**src/verilog/usb_acc_defs.vh**
```
// Purpose: constants for the USB accessory identification and OTG switch block
// Assumes: 25 MHz ref_clk
// Notes: times in their own unit, cycle counts derived from them
`ifndef USB_ACC_DEFS_VH
`define USB_ACC_DEFS_VH
`define CLK_HZ            25000000
`define STRAP_BOOST_MODE  4'h4
`define ADC_ZERO          5'h00
`define ADC_FULL          5'h1F
`define STUCK_TIME_MS     1500
`define STUCK_CYCLES      ((`CLK_HZ / 1000) * `STUCK_TIME_MS)
`define ADC_TIME_US       10
`define ADC_CYCLES        ((`CLK_HZ / 1000000) * `ADC_TIME_US)
`define ST_IDLE           3'h0
`define ST_CONVERT        3'h1
`define ST_DECIDE         3'h2
`define ST_KEY_WAIT       3'h3
`define ST_KEY_STUCK      3'h4
`define ST_ATTACHED       3'h5
`define DT_NONE           2'h0
`define DT_SUPPORTED      2'h1
`define DT_UNSUPPORTED    2'h2
`endif

```
**src/verilog/usb_acc_otg_switch.v**
```verilog
// Purpose: supply switch control for the USB PHY regulator, OTG bus drive, and the
//          accessory identification flow with stuck remote-key detection
// Assumes: all inputs synchronous to ref_clk; ID converter is external, started by
//          id_adc_enable and answering with id_adc_ready and id_adc_value
// Notes: code ranges for accessory classes are parameters
//
// Notes on behaviour
// - Source select 0 feeds the PHY regulator from VBUS via host supply switch.
// - Source select 1 feeds regulator from boost; bus drive only with OTG enable.
// - Select and OTG enable only close the bus path; boost enabled separately.
// - Straps 0100 default regulator on from boost, boost supply switch closed; here only with source select 1, select 0 still uses host switch.
// - Other straps: regulator cannot be enabled without VBUS present, except in OTG mode.
// - VBUS detected at cold start or later enables regulator fed from VBUS.
// - Regulator enable bit initialised to 1 for any straps, reloaded on reset or VBUS loss unless straps are 0100.
// - OTG with select: close boost and bus switches, open host and charger switches.
// - OTG disabled keeps the boost-to-bus switch open.
// - USB detect interrupt raised when boost drives VBUS in OTG mode.
// - Over-voltage disables regulator and opens host supply and OTG bus switches.
// - Attachment on ID, or VBUS rise with ID below 1 megohm, enters Active mode and starts identification.
// - On finish set device type bit and attach flag, else unknown attach flag.
// - Accessories sorted as supported, recognised unsupported, or unknown.
// - ID float flag reads 0 under 1 megohm to ground, 1 when removed.
// - Float fall starts identification, rise starts detach; done signal marks end.
// - Float fall asserts converter enable for a 5-bit ID conversion.
// - Conversion end sets done flag, stores result, clears converter enable.
// - Result forced 00000 below 2 kilohm and 11111 when Id_floating_flag.
// - Result matching an audio type 1 key starts the stuck key check.
// - Release within 1.5 s restarts ID; else stuck irq, then recovered irq.
`include "usb_acc_defs.vh"
`default_nettype none
module usb_acc_otg_switch #(
   parameter integer STUCK_CYCLES = `STUCK_CYCLES,
   parameter [4:0]   KEY_LO       = 5'h02,
   parameter [4:0]   KEY_HI       = 5'h0C,
   parameter [4:0]   SUP_LO       = 5'h0D,
   parameter [4:0]   SUP_HI       = 5'h18,
   parameter [4:0]   UNSUP_LO     = 5'h19,
   parameter [4:0]   UNSUP_HI     = 5'h1D
) (
   input  wire       ref_clk,
   input  wire       sys_rst,
   input  wire [3:0] power_up_mode_straps,
   input  wire       system_reset_n,
   input  wire       vbus_valid,
   input  wire       vbus_overvoltage,
   input  wire       phy_reg_source_select,
   input  wire       otg_drive_enable,
   input  wire       boost_enable,
   input  wire       phy_regulator_enable_wr,
   input  wire       phy_regulator_enable_wdata,
   input  wire       id_below_1m,
   input  wire       id_below_2k,
   input  wire       id_adc_ready,
   input  wire [4:0] id_adc_value,
   input  wire       flags_clear,
   output reg        phy_regulator_enable_ff,
   output reg        phy_regulator_on_ff,
   output reg        host_supply_switch_ff,
   output reg        boost_supply_switch_ff,
   output reg        otg_bus_switch_ff,
   output reg        charger_input_switch_ff,
   output reg        charger_isolation_switch_ff,
   output reg        boost_on_ff,
   output reg        usb_detect_irq_ff,
   output reg        id_floating_flag_ff,
   output reg        id_adc_enable_ff,
   output reg        adc_done_flag_ff,
   output reg  [4:0] adc_result_ff,
   output reg        id_detect_done_ff,
   output reg        active_mode_ff,
   output reg  [1:0] device_type_ff,
   output reg        attach_flag_ff,
   output reg        unknown_attach_flag_ff,
   output reg        detach_flag_ff,
   output reg        stuck_key_irq_ff,
   output reg        stuck_key_release_irq_ff
);

   function in_range;
      input [4:0] v;
      input [4:0] lo;
      input [4:0] hi;
      begin
         in_range = (v >= lo) && (v <= hi);
      end
   endfunction

   // Key codes count as a supported cable; anything outside every class is unknown
   function [1:0] code_class;
      input [4:0] v;
      begin
         if (in_range(v, SUP_LO, SUP_HI) || in_range(v, KEY_LO, KEY_HI))
            code_class = `DT_SUPPORTED;
         else if (in_range(v, UNSUP_LO, UNSUP_HI))
            code_class = `DT_UNSUPPORTED;
         else
            code_class = `DT_NONE;
      end
   endfunction

   // Sticky flag: a new event wins over a same-cycle clear
   function sticky;
      input cur;
      input clr;
      input evt;
      begin
         sticky = (cur & ~clr) | evt;
      end
   endfunction

   // Identification flow states
   localparam [2:0] S_IDLE      = `ST_IDLE;
   localparam [2:0] S_CONVERT   = `ST_CONVERT;
   localparam [2:0] S_DECIDE    = `ST_DECIDE;
   localparam [2:0] S_KEY_WAIT  = `ST_KEY_WAIT;
   localparam [2:0] S_KEY_STUCK = `ST_KEY_STUCK;
   localparam [2:0] S_ATTACHED  = `ST_ATTACHED;

   reg  [3:0]  strap_ff;
   reg         strap_taken_ff;
   reg         vbus_d_ff;
   reg  [2:0]  state_ff;
   reg  [2:0]  nxt_state;
   reg  [31:0] timer_ff;
   reg  [31:0] nxt_timer;
   reg  [4:0]  nxt_result;
   reg         nxt_adc_en;
   wire        boost_mode = (strap_ff == `STRAP_BOOST_MODE);
   wire        otg_mode   = phy_reg_source_select & otg_drive_enable;
   wire        float_fall = id_floating_flag_ff & id_below_1m;
   wire        float_rise = ~id_floating_flag_ff & ~id_below_1m;
   wire        vbus_rise  = vbus_valid & ~vbus_d_ff;
   // Forced codes override the raw converter word
   wire [4:0]  adc_word   = id_below_2k ? `ADC_ZERO :
                            (~id_below_1m ? `ADC_FULL : id_adc_value);

   // Straps caught once after reset release, never under the async reset
   always @(posedge ref_clk or posedge sys_rst) begin
      if (sys_rst) begin
         strap_ff       <= 4'h0;
         strap_taken_ff <= 1'b0;
         vbus_d_ff      <= 1'b0;
      end else begin
         vbus_d_ff <= vbus_valid;
         if (!strap_taken_ff) begin
            strap_ff       <= power_up_mode_straps;
            strap_taken_ff <= 1'b1;
         end
      end
   end

   // Regulator enable bit
   // Reload wins over a software write so the bit cannot stay off through reset or VBUS loss, except with straps 0100
   always @(posedge ref_clk or posedge sys_rst) begin
      if (sys_rst) begin
         phy_regulator_enable_ff <= 1'b0;
      end else if (!strap_taken_ff) begin
         phy_regulator_enable_ff <= 1'b1;
      end else if (!boost_mode && (!system_reset_n || !vbus_valid)) begin
         phy_regulator_enable_ff <= 1'b1;
      end else if (phy_regulator_enable_wr) begin
         phy_regulator_enable_ff <= phy_regulator_enable_wdata;
      end
   end

   // Supply switches; invalid select/OTG pair leaves host, boost and bus switches open, charger switches closed
   always @(posedge ref_clk or posedge sys_rst) begin
      if (sys_rst) begin
         phy_regulator_on_ff         <= 1'b0;
         host_supply_switch_ff       <= 1'b0;
         boost_supply_switch_ff      <= 1'b0;
         otg_bus_switch_ff           <= 1'b0;
         charger_input_switch_ff     <= 1'b0;
         charger_isolation_switch_ff <= 1'b0;
         boost_on_ff                 <= 1'b0;
         usb_detect_irq_ff           <= 1'b0;
      end else begin
         boost_on_ff <= boost_enable;
         // Boost drive on the bus looks like VBUS to detection logic
         usb_detect_irq_ff <= (usb_detect_irq_ff & ~flags_clear) | vbus_rise
                              | (otg_mode & ~otg_bus_switch_ff);
         if (vbus_overvoltage) begin
            phy_regulator_on_ff         <= 1'b0;
            host_supply_switch_ff       <= 1'b0;
            otg_bus_switch_ff           <= 1'b0;
            boost_supply_switch_ff      <= 1'b0;
            charger_input_switch_ff     <= 1'b0;
            charger_isolation_switch_ff <= 1'b0;
         end else if (otg_mode) begin
            phy_regulator_on_ff         <= phy_regulator_enable_ff;
            host_supply_switch_ff       <= 1'b0;
            boost_supply_switch_ff      <= 1'b1;
            otg_bus_switch_ff           <= 1'b1;
            charger_input_switch_ff     <= 1'b0;
            charger_isolation_switch_ff <= 1'b0;
         end else if (phy_reg_source_select && !otg_drive_enable) begin
            phy_regulator_on_ff         <= phy_regulator_enable_ff &
                                           (boost_mode | vbus_valid);
            host_supply_switch_ff       <= 1'b0;
            boost_supply_switch_ff      <= 1'b1;
            otg_bus_switch_ff           <= 1'b0;
            charger_input_switch_ff     <= 1'b1;
            charger_isolation_switch_ff <= 1'b1;
         end else if (!otg_drive_enable) begin
            phy_regulator_on_ff         <= phy_regulator_enable_ff & vbus_valid;
            host_supply_switch_ff       <= 1'b1;
            boost_supply_switch_ff      <= 1'b0;
            otg_bus_switch_ff           <= 1'b0;
            charger_input_switch_ff     <= 1'b1;
            charger_isolation_switch_ff <= 1'b1;
         end else begin
            // Invalid pair: nothing is fed rather than guess a route
            phy_regulator_on_ff         <= 1'b0;
            host_supply_switch_ff       <= 1'b0;
            boost_supply_switch_ff      <= 1'b0;
            otg_bus_switch_ff           <= 1'b0;
            charger_input_switch_ff     <= 1'b1;
            charger_isolation_switch_ff <= 1'b1;
         end
      end
   end

   // Identification flow
   always @* begin
      nxt_state  = state_ff;
      nxt_timer  = timer_ff;
      nxt_result = adc_result_ff;
      nxt_adc_en = id_adc_enable_ff;
      case (state_ff)
         S_IDLE: begin
            if (float_fall || (vbus_rise && id_below_1m)) begin
               nxt_state  = S_CONVERT;
               nxt_adc_en = 1'b1;
            end
         end
         S_CONVERT: begin
            if (id_adc_ready) begin
               nxt_result = adc_word;
               nxt_adc_en = 1'b0;
               nxt_state  = S_DECIDE;
            end
         end
         S_DECIDE: begin
            nxt_timer = 32'h0000_0000;
            if (in_range(adc_result_ff, KEY_LO, KEY_HI))
               nxt_state = S_KEY_WAIT;
            else
               nxt_state = S_ATTACHED;
         end
         S_KEY_WAIT: begin
            // Key release shows as a code change on re-measure, or as ID float
            if (!id_below_1m || (!id_below_2k && adc_word != adc_result_ff)) begin
               nxt_state  = S_CONVERT;
               nxt_adc_en = 1'b1;
            end else if (timer_ff >= STUCK_CYCLES - 1) begin
               nxt_state = S_KEY_STUCK;
            end else begin
               nxt_timer = timer_ff + 32'h0000_0001;
            end
         end
         S_KEY_STUCK: begin
            if (adc_word != adc_result_ff) begin
               nxt_state  = S_CONVERT;
               nxt_adc_en = 1'b1;
            end
         end
         S_ATTACHED: begin
            if (float_rise)
               nxt_state = S_IDLE;
         end
         default: nxt_state = S_IDLE;
      endcase
   end

   // One-cycle events that set the sticky flags
   wire       conv_end_evt  = (state_ff == S_CONVERT) && id_adc_ready;
   wire       decide_evt    = (state_ff == S_DECIDE);
   wire       detach_evt    = (state_ff == S_ATTACHED) && float_rise;
   // Key events look one state ahead so the flag rises with the move
   wire       key_stuck_evt = (state_ff == S_KEY_WAIT) && (nxt_state == S_KEY_STUCK);
   wire       key_free_evt  = (state_ff == S_KEY_STUCK) && (nxt_state == S_CONVERT);

   // Forced 00000 falls outside every class and so reports unknown
   wire [1:0] decide_class  = code_class(adc_result_ff);
   wire       decide_known  = (decide_class != `DT_NONE);

   // Flow state, converter handshake and live ID status
   always @(posedge ref_clk or posedge sys_rst) begin
      if (sys_rst) begin
         state_ff            <= S_IDLE;
         timer_ff            <= 32'h0000_0000;
         id_floating_flag_ff <= 1'b1;
         id_adc_enable_ff    <= 1'b0;
         adc_result_ff       <= `ADC_FULL;
         id_detect_done_ff   <= 1'b0;
         active_mode_ff      <= 1'b0;
      end else begin
         state_ff            <= nxt_state;
         timer_ff            <= nxt_timer;
         adc_result_ff       <= nxt_result;
         id_adc_enable_ff    <= nxt_adc_en;
         // Float flag trails the comparator by one cycle
         id_floating_flag_ff <= ~id_below_1m;
         // Tracks the next state so it rises together with the converter enable
         active_mode_ff      <= (nxt_state != S_IDLE);
         id_detect_done_ff   <= decide_evt;
      end
   end

   // Status flags, held until software clears them
   always @(posedge ref_clk or posedge sys_rst) begin
      if (sys_rst) begin
         adc_done_flag_ff         <= 1'b0;
         device_type_ff           <= `DT_NONE;
         attach_flag_ff           <= 1'b0;
         unknown_attach_flag_ff   <= 1'b0;
         detach_flag_ff           <= 1'b0;
         stuck_key_irq_ff         <= 1'b0;
         stuck_key_release_irq_ff <= 1'b0;
      end else begin
         adc_done_flag_ff         <= sticky(adc_done_flag_ff, flags_clear, conv_end_evt);
         attach_flag_ff           <= sticky(attach_flag_ff, flags_clear,
                                            decide_evt & decide_known);
         unknown_attach_flag_ff   <= sticky(unknown_attach_flag_ff, flags_clear,
                                            decide_evt & ~decide_known);
         detach_flag_ff           <= sticky(detach_flag_ff, flags_clear, detach_evt);
         stuck_key_irq_ff         <= sticky(stuck_key_irq_ff, flags_clear,
                                            key_stuck_evt);
         stuck_key_release_irq_ff <= sticky(stuck_key_release_irq_ff, flags_clear,
                                            key_free_evt);
         // Type stays valid while attached, cleared on detach
         if (decide_evt)
            device_type_ff <= decide_class;
         else if (detach_evt)
            device_type_ff <= `DT_NONE;
      end
   end

endmodule // usb_acc_otg_switch
`default_nettype wire
```
**config.mk**
```make
export PLATFORM = sky130hd
export DESIGN_NAME = usb_acc_otg_switch
export DESIGN_NICKNAME = d
export VERILOG_FILES = /design/src/verilog/usb_acc_otg_switch.v
export VERILOG_INCLUDE_DIRS = /design/src /design/src/verilog
export SDC_FILE = /design/constraint.sdc
export NUM_CORES = 1
export LEC_CHECK = 0
export BUFFER_PORTS_ARGS = -buffer_cell sky130_fd_sc_hd__buf_4
export CAP_MARGIN = 0
export CORE_ASPECT_RATIO = 0.75
export CORE_MARGIN = 1.5
export CORE_UTILIZATION = 40
export DETAILED_ROUTE_END_ITERATION = 10
export SLEW_MARGIN = 10
export SYNTH_ARGS = -nofsm -noshare
export SYNTH_HDL_FRONTEND = slang
export SYNTH_SLANG_ARGS = --single-unit
```
**constraint.sdc**
```tcl
create_clock -name ref_clk -period 3.9 [get_ports ref_clk]
set_clock_uncertainty 0.05 [all_clocks]
set_input_delay 0.39 -clock ref_clk [delete_from_list [all_inputs] [get_ports ref_clk]]
set_output_delay 0.39 -clock ref_clk [all_outputs]
set_load 0.03 [all_outputs]
```
==> results.toml, run 1 <==
[die]
ios = 49
die_area_mm2 = 0.00942
fp.dieW_um = 112
core_mm2 = 0.00853
fp.dieH_um = 84.4
start_util_pct = 41.5
num_rows = 29

[grt]
grt_pass1_wl_um = 14500
grt_use_total_pct = 19.6
antenna_found_initial = 0
grt_pass1_vias = 2865
grt_max_degree = 48
overflow = 0

[outcome]
status = "complete, no violations"

[final_layout]
area_growth_pct = 21.6
drive_above_1_share_pct = 21.0
nNetsFinal = 448
fin_area_mm2 = 0.00430
diodes = 0
final_util_pct = 50.4

[timing]
slew_violations = 0
setup_violations = 0
finalCritPeriodShare_pct = 68.8
max_clock_freq_mhz = 372
rsz0062_at_grt = "false"
fin_tns_setup_ns = 0
fin_crit_ns = 2.68
hold_viol = 0
tightest_slew_ns = 0.591
whs_ns = 0.00376
slew_headroom_pct = 60.6

[synth]
ys_top_cells_by_area = "dfrtp_1 (42%), nand2_1 (5.3%), dfstp_2 (4.5%)"
ys_seq_elements = 66
synth_edf_count = 0
synth_top_area_cell = "dfrtp_1"
ys.flop_type = "dfrtp_1"
syn_area_per_cell_um2 = 9.31
async_flop_share_pct = 100
ys_types = 58
syn_area_mm2 = 0.00354
yosys_warnings = 0
syn-num-nets = 404
synthCells = 380
ys_seq_area_share_pct = 46.9
synth.top_cell.area_share_pct = 42.4

[placed_design]
gp_congestion = 0.823
dpl-instance-area_mm2 = 0.00398
io_buffers = 48
hpwl_um = 6040

[cts]
h-tree-depth = 3
clk_latency_ns = 0.33
cts.clk_slew.worst_paths_ns = 0.05
post_cts.repair.setup_buffers = 0
postCtsHoldBufs = 0
cts-root-buf = "clkbuf_16"
cts_tree = "yes"
cts_buffers = 9
cts_resized = 0
cts.sinks = 66
clockBufferDepth = 2

[power_and_ir_drop]
powerDensity_mw_per_mm2 = 618
power_leakage_nw = 1.83
switching_share_pct = 37.2
p_int_mw = 1.67
p_switching_uw = 989
clock_power_share_pct = 32.1
pwr-share-seq_pct = 36.7
ir_worst_vdd_mv = 0.467
power.total_mw = 2.66
power.share.combinational_pct = 31.2

[worst_setup_path]
rrSetupSlack_ns = 1.22
crit_path_start_kind = "register"
critPathKind = "register to register"
cp-end-kind = "register"
timing.rr.start = "timer_ff[0]$_DFFE_PP0P_"
critPathArrivalTime_ns = 2.89
crit_required_ns = 4.11
worstPathMaxFanout = 23
reg2reg_depth = 8
r2r_end = "timer_ff[17]$_DFFE_PP0P_"

[routing]
vias = 3085
routedWlPerCell_um = 16.1
wl_um = 8650
drt-initial-drc-count = 225
final_antenna_net_count = 0
viasPerCell = 5.74
detail_route.first_pass.iterations = 4
drc = 0

[min_path]
hp-class = "input pin to asynchronous set/reset pin"

[job]
cap_viol_max_count = 0
-- power by group through the flow --
stage / Sequential, mW / Combinational [mW] / Clock (mW)
finish: 0.977 / 0.829 / 0.852
floorplan: 1.04 / 0.493 / 0
CTS: 0.975 / 0.830 / 0.873
global placement: 0.980 / 0.819 / 0
global route: 1.00 / 0.912 / 0.909
detailed placement: 0.986 / 0.825 / 0
-- logic make-up after synthesis --
kind of cell / count (synthesis) / share of synthesized area, %
fa+ha+maj: 1 / 0.354
buf+inv: 33 / 4.00
other cells: 1 / 0.106
flops: 66 / 46.9
simple gates: 179 / 28.4
mux: 14 / 4.14
xor+xnor: 2 / 0.495
compound gates: 84 / 15.6
-- synthesized netlist by cell type, drive strengths merged, types with 2 or more instances --
master / number
a211o: 3
inv: 11
mux2: 5
o31ai: 17
xnor2: 2
a31oi: 3
nand3: 20
nor2b: 3
nor4: 13
or4: 15
mux2i: 9
nand2: 50
clkbuf: 14
nand2b: 8
and2: 6
nor2: 20
o211ai: 4
or2: 3
nand4b: 3
o21ai: 22
nand4: 8
dfrtp: 60
a32o: 2
nor4bb: 4
buf: 7
a21oi: 20
nor3b: 5
and3: 7
and4: 2
nor3: 6
dfstp: 6
nor4b: 2
-- cell type report --
cell class	instances	area (um^2)
clock inverter	6	91.3
clock buffer	10	229
multi-input combinational	281	1740
inverter	12	45.0
fill	814	4230
timing repair buffer	54	405
tap	108	135
sequential	66	1660
-- metal layers --
layer  vias to the layer above  track usage, %  wire, um
li1                       1499               -         -
met1                      1505            28.1      4450
met2                        76            28.4      3690
met3                         5            5.63       434
met4                         0            6.56        73
met5                         -               0         0
-- layout by cell type, fill, tap and decap left out, types with 3 or more instances in the layout --
master,count
or2_2,3
nand3_1,20
clkinvlp_4,3
a31oi_1,3
nand4b_1,3
nor3b_1,5
clkbuf_16,9
inv_1,10
nand2_1,50
nor3_1,6
a21oi_1,20
nor2_1,20
dfrtp_1,60
mux2_2,5
or4_1,15
and2_1,6
nand2b_1,8
a211o_1,3
nor2b_1,3
and3_1,7
o211ai_1,4
o21ai_0,20
dfstp_2,6
nand4_1,8
mux2i_1,9
nor4_1,10
o31ai_1,17
buf_4,54
nor4bb_1,4
-- worst max-delay path, cell delays in order, from the launching register on --
cell	delay [ns]
dfrtp_1	0.42
ha_1	0.26
and4_1	0.24
and4b_1	0.22
nor4_4	0.24
o21ai_2	0.22
buf_4	0.27
or4_1	0.51
a21oi_1	0.16
-- flip-flops by register name (all words and copies together), names as in the netlist, 2 cells and up --
signal / count
adc_result_ff: 5
state_ff: 3
timer_ff: 32
strap_ff: 4
device_type_ff: 2
-- how the worst max path moves through the flow --
stage / start / endpoint / slack, ns
after floorplan: adc_result_ff[1]$_DFFE_PP1P_ / timer_ff[7]$_DFFE_PP0P_ / 1.52
after global placement: timer_ff[0]$_DFFE_PP0P_ / timer_ff[18]$_DFFE_PP0P_ / 1.33
after detailed placement: timer_ff[0]$_DFFE_PP0P_ / timer_ff[17]$_DFFE_PP0P_ / 1.24
after CTS: timer_ff[0]$_DFFE_PP0P_ / timer_ff[17]$_DFFE_PP0P_ / 1.23
after global routing: timer_ff[0]$_DFFE_PP0P_ / timer_ff[17]$_DFFE_PP0P_ / 1.07
final: timer_ff[0]$_DFFE_PP0P_ / timer_ff[17]$_DFFE_PP0P_ / 1.22
-- per-stage QoR --
stage                     instances  setup slack, ns
after global placement          521             1.33
after floorplan                 380             1.52
after CTS                       537             1.23
final                           537             1.22
after global routing            537             1.07
after detailed placement        521             1.24
Note: power is estimated with default switching activity, not from simulation.
==> inputs of run 2 (changes only) <==
==> constraint.sdc (replaced) <==
create_clock -name ref_clk -period 2.3 [get_ports ref_clk]
set_clock_uncertainty 0.05 [all_clocks]
set_input_delay 0.23 -clock ref_clk [delete_from_list [all_inputs] [get_ports ref_clk]]
set_output_delay 0.23 -clock ref_clk [all_outputs]
set_load 0.03 [all_outputs]
==> results.toml, run 2 (synthesis results as in run 1) <==
[outcome]
status = "complete, no violations"

[power_and_ir_drop]
ir_worst_vdd_mv = 0.696
power_leakage_nw = 2.08
powerDensity_mw_per_mm2 = 1020

[routing]
highest_layer = "met4"
vias = 3238
viasPerCell = 5.66
wl_um = 9570
routed-wl-met3_um = 590
drc = 0
wl_met1_um = 4680
final_antenna_net_count = 0
routedWlPerCell_um = 16.7
met2_length_um = 4170
detail_route.first_pass.iterations = 5
drt-initial-drc-count = 265

[placed_design]
hpwl_um = 6470
place_ws_ns = -0.0501
dpl-instance-area_mm2 = 0.00418
io_buffers = 48
placedCellCount = 544
gp_congestion = 0.864

[cts]
cts-root-buf = "clkbuf_16"
clk_latency_ns = 0.34
cts.clk_slew.worst_paths_ns = 0.06
cts.sinks = 66
cts_buffers = 9
h-tree-depth = 3
cts_tree = "yes"
clockBufferDepth = 2

[timing]
slew_violations = 0
setup_violations = 0
slew_headroom_pct = 66.4
whs_ns = 0.0208
hold_viol = 0
rsz0062_at_grt = "true"
finalCritPeriodShare_pct = 98.1
fin_crit_ns = 2.26
max_clock_freq_mhz = 443
setup_slack_ns = 0.0444
tightest_slew_ns = 0.503

[min_path]
hold_end = "host_supply_switch_ff$_DFF_PP0_"
min-delay-start = "vbus_overvoltage"
whs_path_depth = 2
hp-class = "input pin to register"

[worst_setup_path]
crit_required_ns = 2.52
crit_path_start_kind = "register"
cp-end-kind = "register"
worstPathMaxFanout = 12
reg2reg_depth = 8
rrSetupSlack_ns = 0.04
timing.rr.start = "timer_ff[0]$_DFFE_PP0P_"
r2r_end = "timer_ff[3]$_DFFE_PP0P_"
critPathArrivalTime_ns = 2.47
critPathKind = "register to register"

[final_layout]
drive_above_1_share_pct = 32.3
fin_cells = 572
diodes = 0
area_growth_pct = 36.7
layout_common_cells = "buf_4 (78), dfrtp_1 (59), nand2_1 (49)"
top_register = "timer_ff"
nFillCells = 764
largest_reg_flops = 32
top_regs = "timer_ff (32), adc_result_ff (5), strap_ff (4)"
final_common_cell = "buf_4"
fin_area_mm2 = 0.00483
nNetsFinal = 483

[grt]
grt_max_degree = 33
grt_use_total_pct = 20.8
antenna_found_initial = 0
overflow = 0
grt_pass1_wl_um = 15400
grt_pass1_vias = 3004

[die]
core_mm2 = 0.00853
die_area_mm2 = 0.00942
fp.dieH_um = 84.4
fp.dieW_um = 112
ios = 49
start_util_pct = 41.5
num_rows = 29

[job]
cap_viol_max_count = 0
==> run 2: cell type report <==
class / instances / area, um^2 / area share, %
Inverter: 12 / 45.0 / 0.932
Clock buffer: 10 / 229 / 4.74
Tap cell: 108 / 135 / 2.80
Clock inverter: 6 / 91.3 / 1.89
Multi-Input combinational cell: 281 / 1930 / 39.9
Timing Repair Buffer: 89 / 743 / 15.4
Sequential cell: 66 / 1660 / 34.3
==> run 2: metal layers <==
layer | vias up | global-route usage, %
met1 | 1555 | 30.6
met5 | - | 0
met3 | 11 | 5.42
met4 | 0 | 7.02
li1 | 1586 | -
met2 | 86 | 29.6
==> run 2: repair_timing <==
| action | in CTS | in global routing |
|---|---|---|
| cloned | 0 | 2 |
| endpoints found under the hold margin | 15 | 0 |
| endpoints found under the setup margin | 5 | 24 |
| buffers inserted | 0 | 7 |
| hold buffers | 3 | 0 |
| pin swaps | 0 | 8 |
| resized for setup | 4 | 36 |
==> run 2: power breakdown <==
part | switching (mW) | total, mW | internal [mW]
registers | 0.205 | 1.59 | 1.38
logic | 1.10 | 1.87 | 0.766
clock network | 0.525 | 1.48 | 0.950
total | 1.83 | 4.93 | 3.10
==> run 2: critical path, stage by stage, from the launching register on <==
cell     delay (ns)
dfrtp_1        0.38
ha_2           0.19
and4_4         0.19
and4b_1        0.23
nor4_4         0.17
o21ai_2        0.14
buf_8          0.17
or4_1          0.51
a21oi_1        0.15
==> run 2: worst max-delay path by stage <==
stage	start	endpoint	cells after the start	slack, ns
after floorplan	adc_result_ff[1]$_DFFE_PP1P_	timer_ff[7]$_DFFE_PP0P_	8	0.003
final	timer_ff[0]$_DFFE_PP0P_	timer_ff[3]$_DFFE_PP0P_	8	0.04
after CTS	timer_ff[0]$_DFFE_PP0P_	timer_ff[11]$_DFFE_PP0P_	8	0.005
after global placement	timer_ff[0]$_DFFE_PP0P_	timer_ff[10]$_DFFE_PP0P_	9	-0.02
after global routing	timer_ff[31]$_DFFE_PP0P_	timer_ff[17]$_DFFE_PP0P_	7	-0.08
after detailed placement	timer_ff[0]$_DFFE_PP0P_	timer_ff[10]$_DFFE_PP0P_	9	-0.05
==> run 2: metrics by stage <==
step,utilization [%],TNS [ns],power [mW]
finish,56.7,0,4.93
global route,56.7,-0.715,5.21
CTS,53.4,0,4.70
detailed placement,49.0,-0.0562,3.19
global placement,49.0,-0.0242,3.17
floorplan,-,0,2.61
